## config.mk

```make
export PLATFORM = sky130hd
export DESIGN_NAME = spm_power_ctrl
export DESIGN_NICKNAME = d
export VERILOG_FILES = /design/src/logic/spm_pkg.sv /design/src/logic/spm_clk_div.sv /design/src/logic/spm_power_ctrl.sv
export VERILOG_INCLUDE_DIRS = /design/src /design/src/logic
export SDC_FILE = /design/constraint.sdc
export NUM_CORES = 1
export LEC_CHECK = 0
export BUFFER_PORTS_ARGS = -buffer_cell sky130_fd_sc_hd__buf_2
export CAP_MARGIN = 20
export CORE_MARGIN = 1
export CORE_UTILIZATION = 36
export DETAILED_ROUTE_END_ITERATION = 16
export GPL_ROUTABILITY_DRIVEN = 1
export GPL_TIMING_DRIVEN = 0
export PLACE_DENSITY = 0.51
export SLEW_MARGIN = 20
export SYNTH_ARGS = -nofsm -noshare
export SYNTH_HDL_FRONTEND = slang
export SYNTH_SLANG_ARGS = --single-unit
```

## constraint.sdc

```tcl
create_clock -name sys_clk -period 3 [get_ports sys_clk]
set_input_delay 0.9 -clock sys_clk [delete_from_list [all_inputs] [get_ports sys_clk]]
set_output_delay 0.9 -clock sys_clk [all_outputs]
set_load 0.05 [all_outputs]
```

## src/logic/spm_defines.svh

```systemverilog
// Constants for the sleep/idle power mode controller
`ifndef SPM_DEFINES_SVH
`define SPM_DEFINES_SVH

`define SPM_ADDR_OSC_CTRL     8'h00
`define SPM_ADDR_PB_DIV       8'h04
`define SPM_ADDR_PB_EN        8'h08
`define SPM_ADDR_STOP_IDLE    8'h0C
`define SPM_ADDR_STATUS       8'h10
`define SPM_ADDR_CPU_PRIO     8'h14

`define SPM_SLEEP_SELECT_BIT  4
`define SPM_CLK_SRC_LSB       0
`define SPM_CLK_SRC_MSB       1
`define SPM_CPU_DIV_LSB       8
`define SPM_CPU_DIV_MSB       11
`define SPM_FAST_DIV_LSB      12
`define SPM_FAST_DIV_MSB      15

`define SPM_OSC_CTRL_RESET    32'h0000_0000
`define SPM_PB_DIV_RESET      32'h0000_0000
`define SPM_PB_EN_RESET       8'hFF
`define SPM_STOP_IDLE_RESET   8'h00

`define SPM_NUM_PB            8
`define SPM_DIV_W             4
`define SPM_PRIO_W            3

// Oscillator start-up waits after Sleep, in cycles of sys_clk
`define SPM_WAKE_PRIMARY      16'h0040
`define SPM_WAKE_LOW_POWER_RC_OSCILLATOR         16'h0010
`define SPM_WAKE_SECONDARY    16'h0100
`define SPM_WAKE_PLL          16'h1388

`define SPM_AXI_OKAY          2'b00
`define SPM_AXI_SLVERR        2'b10

`endif

```

## src/logic/spm_pkg.sv

```systemverilog
// Types for the sleep/idle power mode controller
package spm_pkg;
    typedef enum {
        SPM_RUN,
        SPM_IDLE,
        SPM_SLEEP,
        SPM_WAKE
    } spm_mode_t;

    typedef struct packed {
        logic        awvalid;
        logic [7:0]  awaddr;
        logic        wvalid;
        logic [31:0] wdata;
        logic [3:0]  wstrb;
        logic        bready;
        logic        arvalid;
        logic [7:0]  araddr;
        logic        rready;
    } spm_axi_req_t;

    typedef struct packed {
        logic        awready;
        logic        wready;
        logic        bvalid;
        logic [1:0]  bresp;
        logic        arready;
        logic        rvalid;
        logic [31:0] rdata;
        logic [1:0]  rresp;
    } spm_axi_rsp_t;

    typedef struct packed {
        logic       wait_exec;
        logic       irq_valid;
        logic [2:0] irq_prio;
        logic       irq_runs_in_sleep;
        logic       wdt_timeout;
    } spm_core_in_t;
endpackage : spm_pkg

```

## src/logic/spm_clk_div.sv

```systemverilog
// One gated clock-enable divider, used for each peripheral bus and for the CPU clock
`timescale 1ns/1ps
`include "spm_defines.svh"
module spm_clk_div (
    input  wire logic       sys_clk,
    input  wire logic       reset_n,
    input  wire logic       run,
    input  wire logic [3:0] div,
    output logic            tick
);
    import spm_pkg::*;

    typedef struct packed {
        logic [3:0] cnt;
        logic       tick;
    } spm_div_state_t;

    spm_div_state_t state_reg;
    spm_div_state_t state_next;

    // A tick every div+1 cycles; div of zero gives full rate
    always_comb begin
        state_next      = state_reg;
        state_next.tick = 1'b0;
        if (!run) begin
            state_next.cnt = 4'h0;
        end else if (state_reg.cnt >= div) begin
            state_next.cnt  = 4'h0;
            state_next.tick = 1'b1;
        end else begin
            state_next.cnt = state_reg.cnt + 4'h1;
        end
    end

    always_ff @(posedge sys_clk or negedge reset_n) begin
        if (!reset_n) begin
            state_reg <= '0;
        end else begin
            state_reg <= state_next;
        end
    end

    assign tick = state_reg.tick;
endmodule : spm_clk_div

```

## src/logic/spm_power_ctrl.sv

```systemverilog
// Sleep/idle power mode controller with AXI4-Lite registers
// What this block does
// Running power cut by clock divide or source
// Each peripheral bus divided or switched off
// Sleep halts CPU and gates most clocks
// Sleep-capable peripherals keep clock and wake
// Sleep exit waits for chosen oscillator start-up
// Fail-safe clock monitor off during Sleep
// Brown-out detector stays on in Sleep
// Watchdog not cleared on Sleep entry
// Higher priority enabled interrupt ends Sleep
// Any reset ends Sleep or Idle
// Watchdog time-out wakes from Sleep
// Low priority interrupt moves Sleep to Idle
// Idle halts CPU, all clocks stay on; here the CPU clock tick is also gated in Idle
// Stop-in-idle bit stops that peripheral in Idle
// Wait with sleep-select clear enters Idle
// Higher priority interrupt ends Idle
// Watchdog time-out interrupt ends Idle
// Wait with sleep-select set enters Sleep
//
// The AXI4-Lite register port and the address map were left to the implementer.
`timescale 1ns/1ps
`include "spm_defines.svh"
module spm_power_ctrl (
    input  wire logic                  sys_clk,
    input  wire logic                  reset_n,
    input  wire spm_pkg::spm_axi_req_t axi_req,
    output spm_pkg::spm_axi_rsp_t      axi_rsp,
    input  wire spm_pkg::spm_core_in_t core_in,
    input  wire logic [7:0]            pb_sleep_capable,
    output logic                       cpu_halt,
    output logic                       cpu_clk_tick,
    output logic [7:0]                 pb_clk_tick,
    output logic                       fast_pb_clk_tick,
    output logic [1:0]                 clk_src_sel,
    output logic                       fail_safe_clock_monitor_enable,
    output logic                       brownout_enable,
    output logic                       wdt_clear,
    output logic [1:0]                 power_mode
);
    import spm_pkg::*;

    typedef struct packed {
        spm_mode_t    mode;
        logic [15:0]  wake_cnt;
        logic [31:0]  osc_ctrl;
        logic [31:0]  pb_div;
        logic [7:0]   pb_en;
        logic [7:0]   stop_idle;
        logic [2:0]   cpu_prio;
        logic         aw_held;
        logic [7:0]   aw_addr;
        logic         w_held;
        logic [31:0]  w_data;
        logic [3:0]   w_strb;
        logic         bvalid;
        logic [1:0]   bresp;
        logic         rvalid;
        logic [31:0]  rdata;
        logic [1:0]   rresp;
    } spm_state_t;

    spm_state_t state_reg;
    spm_state_t state_next;

    logic        sleep_sel;
    logic        irq_higher;
    logic        in_sleep;
    logic [15:0] wake_len;
    logic [7:0]  pb_run;
    logic [31:0] wmask;
    logic        do_write;
    logic        do_read;

    assign sleep_sel  = state_reg.osc_ctrl[`SPM_SLEEP_SELECT_BIT];
    assign irq_higher = core_in.irq_valid && (core_in.irq_prio > state_reg.cpu_prio);
    assign in_sleep   = (state_reg.mode == SPM_SLEEP);
    assign wmask      = {{8{state_reg.w_strb[3]}}, {8{state_reg.w_strb[2]}},
                         {8{state_reg.w_strb[1]}}, {8{state_reg.w_strb[0]}}};
    assign do_write   = state_reg.aw_held && state_reg.w_held && !state_reg.bvalid;
    assign do_read    = axi_req.arvalid && !state_reg.rvalid;

    // Wait length follows the oscillator that software selected
    always_comb begin
        case (state_reg.osc_ctrl[`SPM_CLK_SRC_MSB:`SPM_CLK_SRC_LSB])
            2'd0:    wake_len = `SPM_WAKE_PRIMARY;
            2'd1:    wake_len = `SPM_WAKE_LOW_POWER_RC_OSCILLATOR;
            2'd2:    wake_len = `SPM_WAKE_SECONDARY;
            default: wake_len = `SPM_WAKE_PLL;
        endcase
    end

    always_comb begin
        state_next = state_reg;

        case (state_reg.mode)
            SPM_RUN: begin
                if (core_in.wait_exec && sleep_sel) begin
                    state_next.mode = SPM_SLEEP;
                end else if (core_in.wait_exec) begin
                    state_next.mode = SPM_IDLE;
                end
            end
            SPM_IDLE: begin
                // Low priority interrupts leave the core parked here
                if (irq_higher || core_in.wdt_timeout) begin
                    state_next.mode = SPM_RUN; // see
                end
            end
            SPM_SLEEP: begin
                if ((irq_higher && core_in.irq_runs_in_sleep) || core_in.wdt_timeout) begin
                    state_next.mode     = SPM_WAKE; // see
                    state_next.wake_cnt = wake_len;
                end else if (core_in.irq_valid && core_in.irq_runs_in_sleep) begin
                    state_next.mode = SPM_IDLE;
                end
            end
            SPM_WAKE: begin
                if (state_reg.wake_cnt <= 16'h0001) begin
                    state_next.mode     = SPM_RUN;
                    state_next.wake_cnt = 16'h0000;
                end else begin
                    state_next.wake_cnt = state_reg.wake_cnt - 16'h0001;
                end
            end
            default: state_next.mode = SPM_RUN;
        endcase

        // Write channel: address and data may arrive in either order
        if (axi_req.awvalid && !state_reg.aw_held) begin
            state_next.aw_held = 1'b1;
            state_next.aw_addr = axi_req.awaddr;
        end
        if (axi_req.wvalid && !state_reg.w_held) begin
            state_next.w_held = 1'b1;
            state_next.w_data = axi_req.wdata;
            state_next.w_strb = axi_req.wstrb;
        end
        if (do_write) begin
            state_next.aw_held = 1'b0;
            state_next.w_held  = 1'b0;
            state_next.bvalid  = 1'b1;
            state_next.bresp   = `SPM_AXI_OKAY;
            case (state_reg.aw_addr)
                `SPM_ADDR_OSC_CTRL: state_next.osc_ctrl =
                    (state_reg.osc_ctrl & ~wmask) | (state_reg.w_data & wmask);
                `SPM_ADDR_PB_DIV: state_next.pb_div =
                    (state_reg.pb_div & ~wmask) | (state_reg.w_data & wmask);
                `SPM_ADDR_PB_EN: begin
                    if (state_reg.w_strb[0]) begin
                        state_next.pb_en = state_reg.w_data[7:0];
                    end
                end
                `SPM_ADDR_STOP_IDLE: begin
                    if (state_reg.w_strb[0]) begin
                        state_next.stop_idle = state_reg.w_data[7:0];
                    end
                end
                `SPM_ADDR_CPU_PRIO: begin
                    if (state_reg.w_strb[0]) begin
                        state_next.cpu_prio = state_reg.w_data[2:0];
                    end
                end
                `SPM_ADDR_STATUS: ;
                default: state_next.bresp = `SPM_AXI_SLVERR;
            endcase
        end else if (state_reg.bvalid && axi_req.bready) begin
            state_next.bvalid = 1'b0;
        end

        if (do_read) begin
            state_next.rvalid = 1'b1;
            state_next.rresp  = `SPM_AXI_OKAY;
            case (axi_req.araddr)
                `SPM_ADDR_OSC_CTRL:  state_next.rdata = state_reg.osc_ctrl;
                `SPM_ADDR_PB_DIV:    state_next.rdata = state_reg.pb_div;
                `SPM_ADDR_PB_EN:     state_next.rdata = {24'h00_0000, state_reg.pb_en};
                `SPM_ADDR_STOP_IDLE: state_next.rdata = {24'h00_0000, state_reg.stop_idle};
                `SPM_ADDR_STATUS:    state_next.rdata = {16'h0000, state_reg.wake_cnt[15:2],
                                                         power_mode};
                `SPM_ADDR_CPU_PRIO:  state_next.rdata = {29'h0000_0000, state_reg.cpu_prio};
                default: begin
                    state_next.rdata = 32'h0000_0000;
                    state_next.rresp = `SPM_AXI_SLVERR;
                end
            endcase
        end else if (state_reg.rvalid && axi_req.rready) begin
            state_next.rvalid = 1'b0;
        end
    end

    // Asynchronous reset returns the core to running from any mode
    always_ff @(posedge sys_clk or negedge reset_n) begin
        if (!reset_n) begin
            state_reg           <= '0;
            state_reg.mode      <= SPM_RUN;
            state_reg.osc_ctrl  <= `SPM_OSC_CTRL_RESET;
            state_reg.pb_div    <= `SPM_PB_DIV_RESET;
            state_reg.pb_en     <= `SPM_PB_EN_RESET;
            state_reg.stop_idle <= `SPM_STOP_IDLE_RESET;
        end else begin
            state_reg <= state_next;
        end
    end

    // Peripheral clock gating per mode
    always_comb begin
        for (int i = 0; i < `SPM_NUM_PB; i++) begin
            case (state_reg.mode)
                SPM_RUN:   pb_run[i] = state_reg.pb_en[i];
                SPM_IDLE:  pb_run[i] = state_reg.pb_en[i] && !state_reg.stop_idle[i];
                SPM_SLEEP: pb_run[i] = state_reg.pb_en[i] && pb_sleep_capable[i]; // see
                SPM_WAKE:  pb_run[i] = state_reg.pb_en[i] && pb_sleep_capable[i];
                default:   pb_run[i] = 1'b0;
            endcase
        end
    end

    genvar g;
    generate
        for (g = 0; g < `SPM_NUM_PB; g++) begin : g_pb
            spm_clk_div u_div (
                .sys_clk (sys_clk),
                .reset_n (reset_n),
                .run     (pb_run[g]),
                .div     (state_reg.pb_div[g*`SPM_DIV_W +: `SPM_DIV_W]),
                .tick    (pb_clk_tick[g])
            );
        end
    endgenerate

    // CPU clock runs only when the core is out of every halted mode
    spm_clk_div u_cpu_div (
        .sys_clk (sys_clk),
        .reset_n (reset_n),
        .run     (state_reg.mode == SPM_RUN), // see
        .div     (state_reg.osc_ctrl[`SPM_CPU_DIV_MSB:`SPM_CPU_DIV_LSB]),
        .tick    (cpu_clk_tick)
    );

    // Fastest bus is kept running in Idle; gated in Sleep and during the wake wait
    spm_clk_div u_fast_div (
        .sys_clk (sys_clk),
        .reset_n (reset_n),
        .run     (!in_sleep && state_reg.mode != SPM_WAKE), // see
        .div     (state_reg.osc_ctrl[`SPM_FAST_DIV_MSB:`SPM_FAST_DIV_LSB]),
        .tick    (fast_pb_clk_tick)
    );

    assign cpu_halt        = (state_reg.mode != SPM_RUN); // see
    assign clk_src_sel     = state_reg.osc_ctrl[`SPM_CLK_SRC_MSB:`SPM_CLK_SRC_LSB];
    assign fail_safe_clock_monitor_enable     = !in_sleep;
    assign brownout_enable = 1'b1;
    // Watchdog keeps its count across Sleep entry; never cleared here
    assign wdt_clear       = 1'b0;

    always_comb begin
        case (state_reg.mode)
            SPM_RUN:   power_mode = 2'd0;
            SPM_IDLE:  power_mode = 2'd1;
            SPM_SLEEP: power_mode = 2'd2;
            default:   power_mode = 2'd3;
        endcase
    end

    assign axi_rsp.awready = !state_reg.aw_held;
    assign axi_rsp.wready  = !state_reg.w_held;
    assign axi_rsp.bvalid  = state_reg.bvalid;
    assign axi_rsp.bresp   = state_reg.bresp;
    assign axi_rsp.arready = !state_reg.rvalid;
    assign axi_rsp.rvalid  = state_reg.rvalid;
    assign axi_rsp.rdata   = state_reg.rdata;
    assign axi_rsp.rresp   = state_reg.rresp;

    chk_sleep_entry: assert property (@(posedge sys_clk) disable iff (!reset_n)
        (state_reg.mode == SPM_RUN && core_in.wait_exec && sleep_sel) |=> power_mode == 2'd2)
        else $error("wait with sleep select did not enter sleep");
    chk_idle_entry: assert property (@(posedge sys_clk) disable iff (!reset_n)
        (state_reg.mode == SPM_RUN && core_in.wait_exec && !sleep_sel) |=> power_mode == 2'd1)
        else $error("wait without sleep select did not enter idle");
    chk_idle_hold_low: assert property (@(posedge sys_clk) disable iff (!reset_n)
        (state_reg.mode == SPM_IDLE && !irq_higher && !core_in.wdt_timeout) |=> cpu_halt)
        else $error("idle left without cause");
    chk_idle_exit: assert property (@(posedge sys_clk) disable iff (!reset_n)
        (state_reg.mode == SPM_IDLE && core_in.wdt_timeout) |=> !cpu_halt)
        else $error("watchdog did not end idle");
    chk_sleep_wake: assert property (@(posedge sys_clk) disable iff (!reset_n)
        (in_sleep && core_in.wdt_timeout) |=> power_mode == 2'd3)
        else $error("watchdog did not wake from sleep");
    chk_wake_delay: assert property (@(posedge sys_clk) disable iff (!reset_n)
        (in_sleep && core_in.wdt_timeout && clk_src_sel == 2'd1) |=> cpu_halt [*8])
        else $error("sleep exit did not wait for oscillator");
    chk_fail_safe_clock_monitor_sleep: assert property (@(posedge sys_clk) disable iff (!reset_n)
        in_sleep |-> !fail_safe_clock_monitor_enable && brownout_enable)
        else $error("monitor state wrong in sleep");
    chk_sleep_gate: assert property (@(posedge sys_clk) disable iff (!reset_n)
        (in_sleep && $past(in_sleep)) |-> !cpu_clk_tick && !fast_pb_clk_tick)
        else $error("clock ran in sleep");
    chk_low_to_idle: assert property (@(posedge sys_clk) disable iff (!reset_n)
        (in_sleep && core_in.irq_valid && core_in.irq_runs_in_sleep && !irq_higher
         && !core_in.wdt_timeout) |=> power_mode == 2'd1 && cpu_halt)
        else $error("low priority interrupt did not move to idle");
endmodule : spm_power_ctrl

```

# --- Yosys cells after proc, flatten, opt, wreduce, memory -nomap -nowiden ---
# Cells that the tools add are included.
classes:
  add_sub_neg: 11
  muxes: 71
  bitwise: 6
  n_eq_ne: 22
  magnitude_cmp: 12
  reduce_logical: 64
ops:
  columns: ["op", "n"]
  rows:
  - ["32-bit two-way mux", 6]
  - ["32-bit one-hot mux with 6 select lines", 1]
  - ["32-bit one-hot mux with 4 select lines", 1]
  - ["32-bit AND", 3]
  - ["4-bit two-way mux", 20]
  - ["32-bit by 2-bit equality test with 1-bit output (second input constant)", 2]
  - ["32-bit logical NOT", 2]
  - ["32-bit OR", 2]
  - ["4-bit by 1-bit adder with 4-bit output (second input constant)", 10]
  - ["4-bit greater-or-equal comparator", 10]
  - ["13-bit one-hot mux with 3 select lines", 1]
  - ["37-bit two-way mux", 1]
  - ["32-bit by 1-bit equality test with 1-bit output (second input constant)", 1]
  - ["32-bit by 3-bit equality test with 1-bit output (second input constant)", 1]
  - ["8-bit by 4-bit equality test with 1-bit output (second input constant)", 4]
  - ["8-bit by 5-bit equality test with 1-bit output (second input constant)", 4]
  - ["16-bit two-way mux", 2]
  - ["32-bit by 3-bit inequality test with 1-bit output (second input constant)", 1]
  - ["32-bit inverter", 1]
  - ["16-bit one-hot mux with 2 select lines", 1]
  - ["32-bit nonzero test", 1]
  - ["1-bit logical AND", 28]
  - ["1-bit two-way mux", 26]
  - ["1-bit one-hot mux with 3 select lines", 8]
  - ["21 further kinds", 49]
totals:
  out_inout_bits: 59
  wordCells: 223
  inputBits: 74
  reg_bits: 265

# --- Logic depth before layout (Yosys ltp) ---
# Gate-level depths: netlist of run 1.
depth:
  ltp_word: 6
  mapped_depth: 8
  depth_no_buf: 7

# --- By module ---
# From an unflattened synthesis of run 1, not the netlist that was laid out.
hier_totals:
  hier_cells: 969
  hier_area_um2: 11503.5
modules_own_cells:
  columns: ["mod", "area_per_inst_um2", "n_inst", "cells_each"]
  rows:
  - ["spm_power_ctrl", 8463.1, 1, 689]
  - ["spm_clk_div", 304.0, 10, 28]

# --- Worst setup path after synthesis of run 1 ---
# Ideal clock, no wire load.
synth_path:
  kind: "input port to flip-flop"
  start: "in axi_req[3] in the netlist's numbering"
  end: "reg state_reg, in the netlist axi_rsp[24]"
  cell_stages: 5
  setup_ns: 0.133
  n_path_buf: 3
  path_slack_ns: 0.607
  t_required_ns: 2.867
  t_arrival_ns: 2.260
  cell_sequence: "clkbuf_1 buf_1 buf_1 mux2i_1 o21ai_0"
synth_via:
  elab_chain_len: 2
synth_rtl:
  columns: ["element", "line", "text"]
  rows:
  - ["from (decl)", "spm_power_ctrl.sv:28", "input wire spm_pkg::spm_axi_req_t axi_req,"]
  - ["8-bit by 5-bit equality test with 1-bit output, or another cell as far along", "spm_power_ctrl.sv:175", "case (axi_req.araddr)"]
  - ["32-bit one-hot mux with 6 select lines (*)", "spm_power_ctrl.sv:175", null]
  - ["to (signal assigned)", "spm_power_ctrl.sv:203", "state_reg <= state_next;"]
  - ["to (decl)", "spm_power_ctrl.sv:64", "spm_state_t state_reg;"]
# Mark *: on every way between the ends. The rest lies on a longest branch, timed or not.
# A chain may end at the register's enable or synchronous reset.

# --- Final worst setup path of run 1 ---
layout_path:
  start: "reg state_reg[183] in the netlist's numbering"
  end: "out cpu_halt"
layout_via:
  elab_chain_len: 1
layout_rtl:
  columns: ["element", "line", "text"]
  rows:
  - ["32-bit nonzero test", "spm_power_ctrl.sv:251", "assign cpu_halt = (state_reg.mode != SPM_RUN);"]
  - ["to (decl)", "spm_power_ctrl.sv:32", "output logic cpu_halt,"]
# No other way between the ends.

==> flow_summary.json, run 1 <==
{
  "status": "finished, final reports clean",
  "cp-startpoint": "state_reg[183]",
  "die_area_sq_um": 33000,
  "start_kind": "register",
  "rsz0062_at_grt": "false",
  "path_clk_slew_ns": 0.06,
  "postSynthAreaPerCell_sq_um": 11.4,
  "numCtsBuffers": 27,
  "grt-ovfl-total": 0,
  "rows": 65,
  "yosys_warnings": 0,
  "drcViolationCount": 0,
  "timing.final.crit_share_pct": 93.8,
  "h-tree-depth": 1,
  "synth-seq-area-share_pct": 50.2,
  "max_freq_mhz": 355,
  "cts_root_buffer": "clkbuf_16",
  "synth-main-ff-cell": "dfrtp_1",
  "met2_usage_pct": 27.6,
  "skew_ns": 0.0109,
  "avgViaCountPerCell": 4.93,
  "synth_edf_count": 0,
  "hp-class": "in2async",
  "crit_arrival_ns": 1.91,
  "power.density_nw_per_um2": 741,
  "cts_tree": "yes",
  "crit_type": "reg2out",
  "synth_xor_area_share_pct": 1.51,
  "ir_worst_vdd_mv": 0.378,
  "grtUsageMet1_pct": 24.5,
  "leakagePower_nw": 6.56,
  "areaGrowthSynthToFinish_pct": 18.3,
  "numPortBuffers": 126,
  "yosys.area_share.simple_pct": 9.85,
  "r2r-start": "state_reg[75]",
  "ys_ff_latch": 233,
  "crit_fanout": 10,
  "nNetsFinal": 1310,
  "first_pass_iters": 13,
  "dp_slack_ns": -0.483,
  "synth_top_cell_by_area": "dfrtp_1",
  "fin_ws_ns": 0.186,
  "endpoint": "cpu_halt",
  "ys_top_cells_by_area": "dfrtp_1 (48%), mux2_2 (9.1%), ha_1 (5.9%)",
  "insertion_delay_ns": 0.53,
  "end_kind": "output pin",
  "grt_pass1_wl_um": 45300,
  "syn_area_sq_um": 11600,
  "grt_util_met3_pct": 3.75,
  "clockBufferDepth": 3,
  "fin_crit_ns": 2.81,
  "ant_nets": 0,
  "finalHoldViolCount": 0,
  "grt_util_all_layers_pct": 17.5,
  "die_h_um": 182,
  "layout_common_cells": "dfrtp_1 (225), buf_2 (127), mux2_2 (94)",
  "worstMarginPinSlew_ns": 0.980,
  "drtIter0Drc": 408,
  "grt_pass1_vias": 8052,
  "synth_compound_area_share_pct": 9.89,
  "die_w_um": 182,
  "yosysTopAreaCellShare_pct": 48.4,
  "wl_per_cell_um": 17.4,
  "fin_tns_setup_ns": 0,
  "drive_gt1_share_pct": 31.2,
  "r2r_slack_ns": 0.33,
  "required_ns": 2.10,
  "grt_start_max_net_pins": 92,
  "busiest_layer": "met2",
  "io_pins": 133,
  "core_sq_um": 31600,
  "yosys.area_share.adder_pct": 5.92,
  "start_util_pct": 36.8,
  "worstPathCellList": "clkbuf_2, or2_2, buf_2",
  "synth_top_family_by_area": "multiplexers",
  "syn-instance-count": 1022,
  "cpMaxStageDelayCell": "dfrtp_1",
  "gp_congestion": 0.869,
  "wl_um": 27900,
  "grt_antenna_before_repair": 3,
  "final_common_cell": "dfrtp_1",
  "synth_cell_type_count": 64,
  "cts.sinks": 233,
  "post_cts.repair.setup_buffers": 0,
  "slew_violations": 0,
  "async_flop_share_pct": 100,
  "cap_violations": 0,
  "reg2reg_depth": 5,
  "critPathMaxStageDelay_ns": 0.49,
  "dpl.hpwl_um": 20200,
  "setup_viol": 0,
  "relSlewSlack_pct": 34.2,
  "num_vias": 7895,
  "muxShareOfSynthArea_pct": 15.9
}
-- layer usage --
| layer | wire, um | share of wire, % |
|---|---|---|
| met1 | 13400 | 48 |
| met2 | 12500 | 45 |
| met3 | 1560 | 5.6 |
| met4 | 463 | 1.7 |
| met5 | 17 | 0.061 |
-- repair_timing --
| item | in CTS | in global routing |
|---|---|---|
| gates resized for setup | 3 | 1 |
| hold buffers | 0 | 0 |
| gates cloned | 0 | 0 |
| hold endpoints to repair | 0 | 0 |
| endpoints found under the setup margin | 2 | 10 |
-- synth_stat cells (4+ instances only) --
cell type,number
clkbuf_1,28
o21a_1,5
mux2_4,32
buf_1,6
buf_4,54
nand2b_1,14
nor3_1,8
a21oi_1,31
nand3_1,29
mux2i_1,24
and2_1,14
a31oi_1,6
nand4_1,4
dfrtp_1,225
a21o_1,22
nor2_1,63
or3_1,4
o22ai_1,8
nor2b_1,6
mux2_2,94
dfstp_2,8
nor4_1,5
o21ai_0,55
ha_1,55
a22oi_1,5
xor2_1,10
a211oi_1,5
xnor2_1,10
or4b_1,4
inv_1,62
a22o_1,9
nand2_1,59
a211o_1,12
-- worst min path at each step --
stage                            from                          to  slack, ns  depth (start not counted)
after global routing          reset_n  g_pb[0].u_div.state_reg[3]       0.29                          1
final                         reset_n  g_pb[0].u_div.state_reg[3]       0.29                          1
after floorplan           axi_rsp[18]                 axi_rsp[18]       0.45                          2
after detailed placement  axi_rsp[33]                 axi_rsp[33]       0.47                          2
after global placement    axi_rsp[27]                 axi_rsp[27]       0.47                          2
after CTS                     reset_n  g_pb[0].u_div.state_reg[3]       0.29                          1
-- cell families after synthesis --
group,count (synthesis)
flip-flops,233
AND/OR/NAND/NOR,229
AO/OA/AOI/OAI,178
multiplexers,153
buffers and inverters,152
adder cells (fa/ha/maj),55
XOR/XNOR,20
other,2
-- power by group --
part	total [W]	internal, W	switching [W]	leakage [nW]
sequential	0.00436	0.00377	0.000590	3.08
combinational	0.00247	0.00109	0.00139	3.03
clock	0.00336	0.00209	0.00127	0.451
total	0.0102	0.00695	0.00325	6.56
-- cell type report --
class,instances,area [sq um]
Tap cell,402,503
Sequential cell,233,5840
Timing Repair Buffer,128,696
Buffer,90,547
Antenna cell,1,2.50
Clock buffer,41,808
Fill cell,3012,17900
Multi-Input combinational cell,639,5030
Clock inverter,6,105
Inverter,62,233
-- stage by stage --
step	hold WS, ns	total power [W]	cells	cell area [sq um]	util (%)
global route	0.294	0.0108	1601	13800	43.5
detailed placement	0.473	0.00691	1554	12800	40.6
finish	0.287	0.0102	1602	13800	43.5
floorplan	0.451	0.00607	1024	11600	-
global placement	0.468	0.00686	1552	12800	40.4
CTS	0.286	0.0103	1601	13800	43.5
-- critical path, delay by kind of cell, from the launching register on --
| kind | cells | cell delay [ns] |
|---|---|---|
| simple gates | 1 | 0.39 |
| buf+inv | 2 | 0.51 |
| flops | 1 | 0.49 |
Power figures use the tool's default switching activity.
==> run 2: changes to the inputs <==
- CORE_UTILIZATION: 36 -> 30
- PLACE_DENSITY: 0.51 -> 0.44
- TNS_END_PERCENT: default -> 30
==> flow_summary.json, run 2 (synthesized netlist as in run 1, its figures left out) <==
{
  "max_freq_mhz": 352,
  "die_h_um": 199,
  "post_cts.repair.setup_buffers": 0,
  "grt-ovfl-total": 0,
  "start_kind": "register",
  "crit_type": "reg2out",
  "end_kind": "output pin",
  "hp-class": "in2async",
  "die_area_sq_um": 39600,
  "grt_pass1_wl_um": 47800,
  "cts.sinks": 233,
  "timing.final.crit_share_pct": 94.7,
  "core_sq_um": 37900,
  "finalHoldViolCount": 0,
  "ir_worst_vdd_mv": 0.488,
  "final_cells": 1716,
  "nNetsFinal": 1312,
  "postCtsHoldBufs": 0,
  "slew_violations": 0,
  "worstPathCellList": "clkbuf_1, or2_2, buf_2",
  "areaGrowthSynthToFinish_pct": 20.7,
  "fillCellCount": 3776,
  "place_inst": 1664,
  "io_pins": 133,
  "cts_root_buffer": "clkbuf_16",
  "r2r-end": "state_reg[174]",
  "worstMarginPinSlew_ns": 0.968,
  "cts_resized": 4,
  "path_clk_slew_ns": 0.06,
  "drtIter0Drc": 473,
  "wl_um": 30400,
  "die_w_um": 199,
  "start_util_pct": 30.7,
  "r2r_slack_ns": 0.31,
  "num_vias": 7987,
  "leakagePower_nw": 6.63,
  "relSlewSlack_pct": 35.0,
  "power.density_nw_per_um2": 756,
  "wl_per_cell_um": 17.7,
  "status": "finished, final reports clean",
  "avgViaCountPerCell": 4.65,
  "worst_hold_slack_ns": 0.239,
  "drive_gt1_share_pct": 31.8,
  "endpoint": "cpu_halt",
  "h-tree-depth": 1,
  "insertion_delay_ns": 0.54,
  "clockBufferDepth": 3,
  "first_pass_iters": 5,
  "skew_ns": 0.0108,
  "cp-startpoint": "state_reg[184]",
  "layout_common_cells": "dfrtp_1 (225), buf_2 (127), mux2_2 (94)",
  "gp_congestion": 0.865,
  "diodes": 0,
  "grt_antenna_before_repair": 1,
  "final_common_cell": "dfrtp_1",
  "cts_tree": "yes",
  "fin_crit_ns": 2.84,
  "required_ns": 2.10,
  "rows": 71,
  "crit_fanout": 10,
  "numPortBuffers": 126,
  "setup_viol": 0,
  "crit_arrival_ns": 1.94,
  "grt_start_max_net_pins": 90,
  "drcViolationCount": 0,
  "numCtsBuffers": 28,
  "ant_nets": 0,
  "crit_buf_inv": 2,
  "rsz0062_at_grt": "false",
  "r2r-start": "state_reg[175]",
  "critPathMaxStageDelay_ns": 0.50,
  "reg2reg_depth": 6,
  "grt_pass1_vias": 7956,
  "dpl.hpwl_um": 21800,
  "crit_family": "buffers and inverters",
  "seq_area_sq_um": 5840,
  "cap_violations": 0,
  "cpMaxStageDelayCell": "clkbuf_1",
  "multi_input_area_sq_um": 5030,
  "grt_util_all_layers_pct": 15.8,
  "crit_cells": 3
}
-- run 2: cell types whose count changed in the layout (fill, tap and decap cells not counted), moves of 2 or more --
cell,before,now
clkbuf_8,8,4
clkbuf_16,27,29
clkinv_2,3,8
clkbuf_1,31,28
clkinvlp_4,0,2
bufinv_16,3,6
-- run 2: layer usage --
layer	vias up	global-route usage [%]	wire length [um]
li1	3879	-	-
met2	170	24.5	13600
met3	35	2.85	1480
met4	2	3.36	485
met1	3901	22.7	14900
met5	-	0	11
-- run 2: area by class of cell --
cell class | count | share of cell area, %
sequential | 233 | 41.6
multi-input combinational | 639 | 35.8
clock buffer | 36 | 5.64
timing repair buffer | 129 | 5.15
tap | 511 | 4.56
buffer | 90 | 3.90
clock inverter | 16 | 1.68
inverter | 62 | 1.66
-- run 2: worst min path at each step --
stage	startpoint	end	slack, ns	depth (start not counted)
floorplan	axi_rsp[18]	axi_rsp[18]	0.45	2
global placement	axi_rsp[37]	axi_rsp[37]	0.47	2
detailed placement	axi_rsp[37]	axi_rsp[37]	0.47	2
CTS	reset_n	g_pb[0].u_div.tick	0.23	1
global route	reset_n	g_pb[0].u_div.tick	0.24	1
finish	reset_n	g_pb[0].u_div.tick	0.24	1
-- run 2: metrics by stage --
step                      setup TNS, ns  setup slack, ns  power [W]  area (sq um)  util [%]
after floorplan                       0            0.607    0.00607         11600         -
after global placement          -805.96            -3.51    0.00691         12900      34.0
after detailed placement          -8.16           -0.585    0.00695         13000      34.3
after CTS                             0            0.124     0.0108         14000      37.0
after global routing                  0           0.0471     0.0112         14000      37.0
final                                 0            0.160     0.0106         14000      37.0
-- run 2: power by group --
| part | internal (W) | switching, W | leakage (nW) |
|---|---|---|---|
| combinational | 0.00109 | 0.00142 | 3.04 |
| sequential | 0.00377 | 0.000586 | 3.08 |
| clock | 0.00237 | 0.00137 | 0.506 |
| total | 0.00723 | 0.00338 | 6.63 |
-- run 2: worst reg2reg max path: stages (launching register included) --
cell and delay, ns:
dfrtp_1 0.47, nor4_2 0.49, o2111ai_1 0.27, o21ai_1 0.62, buf_2 0.38, o21ai_0 0.13, o2bb2ai_1 0.18
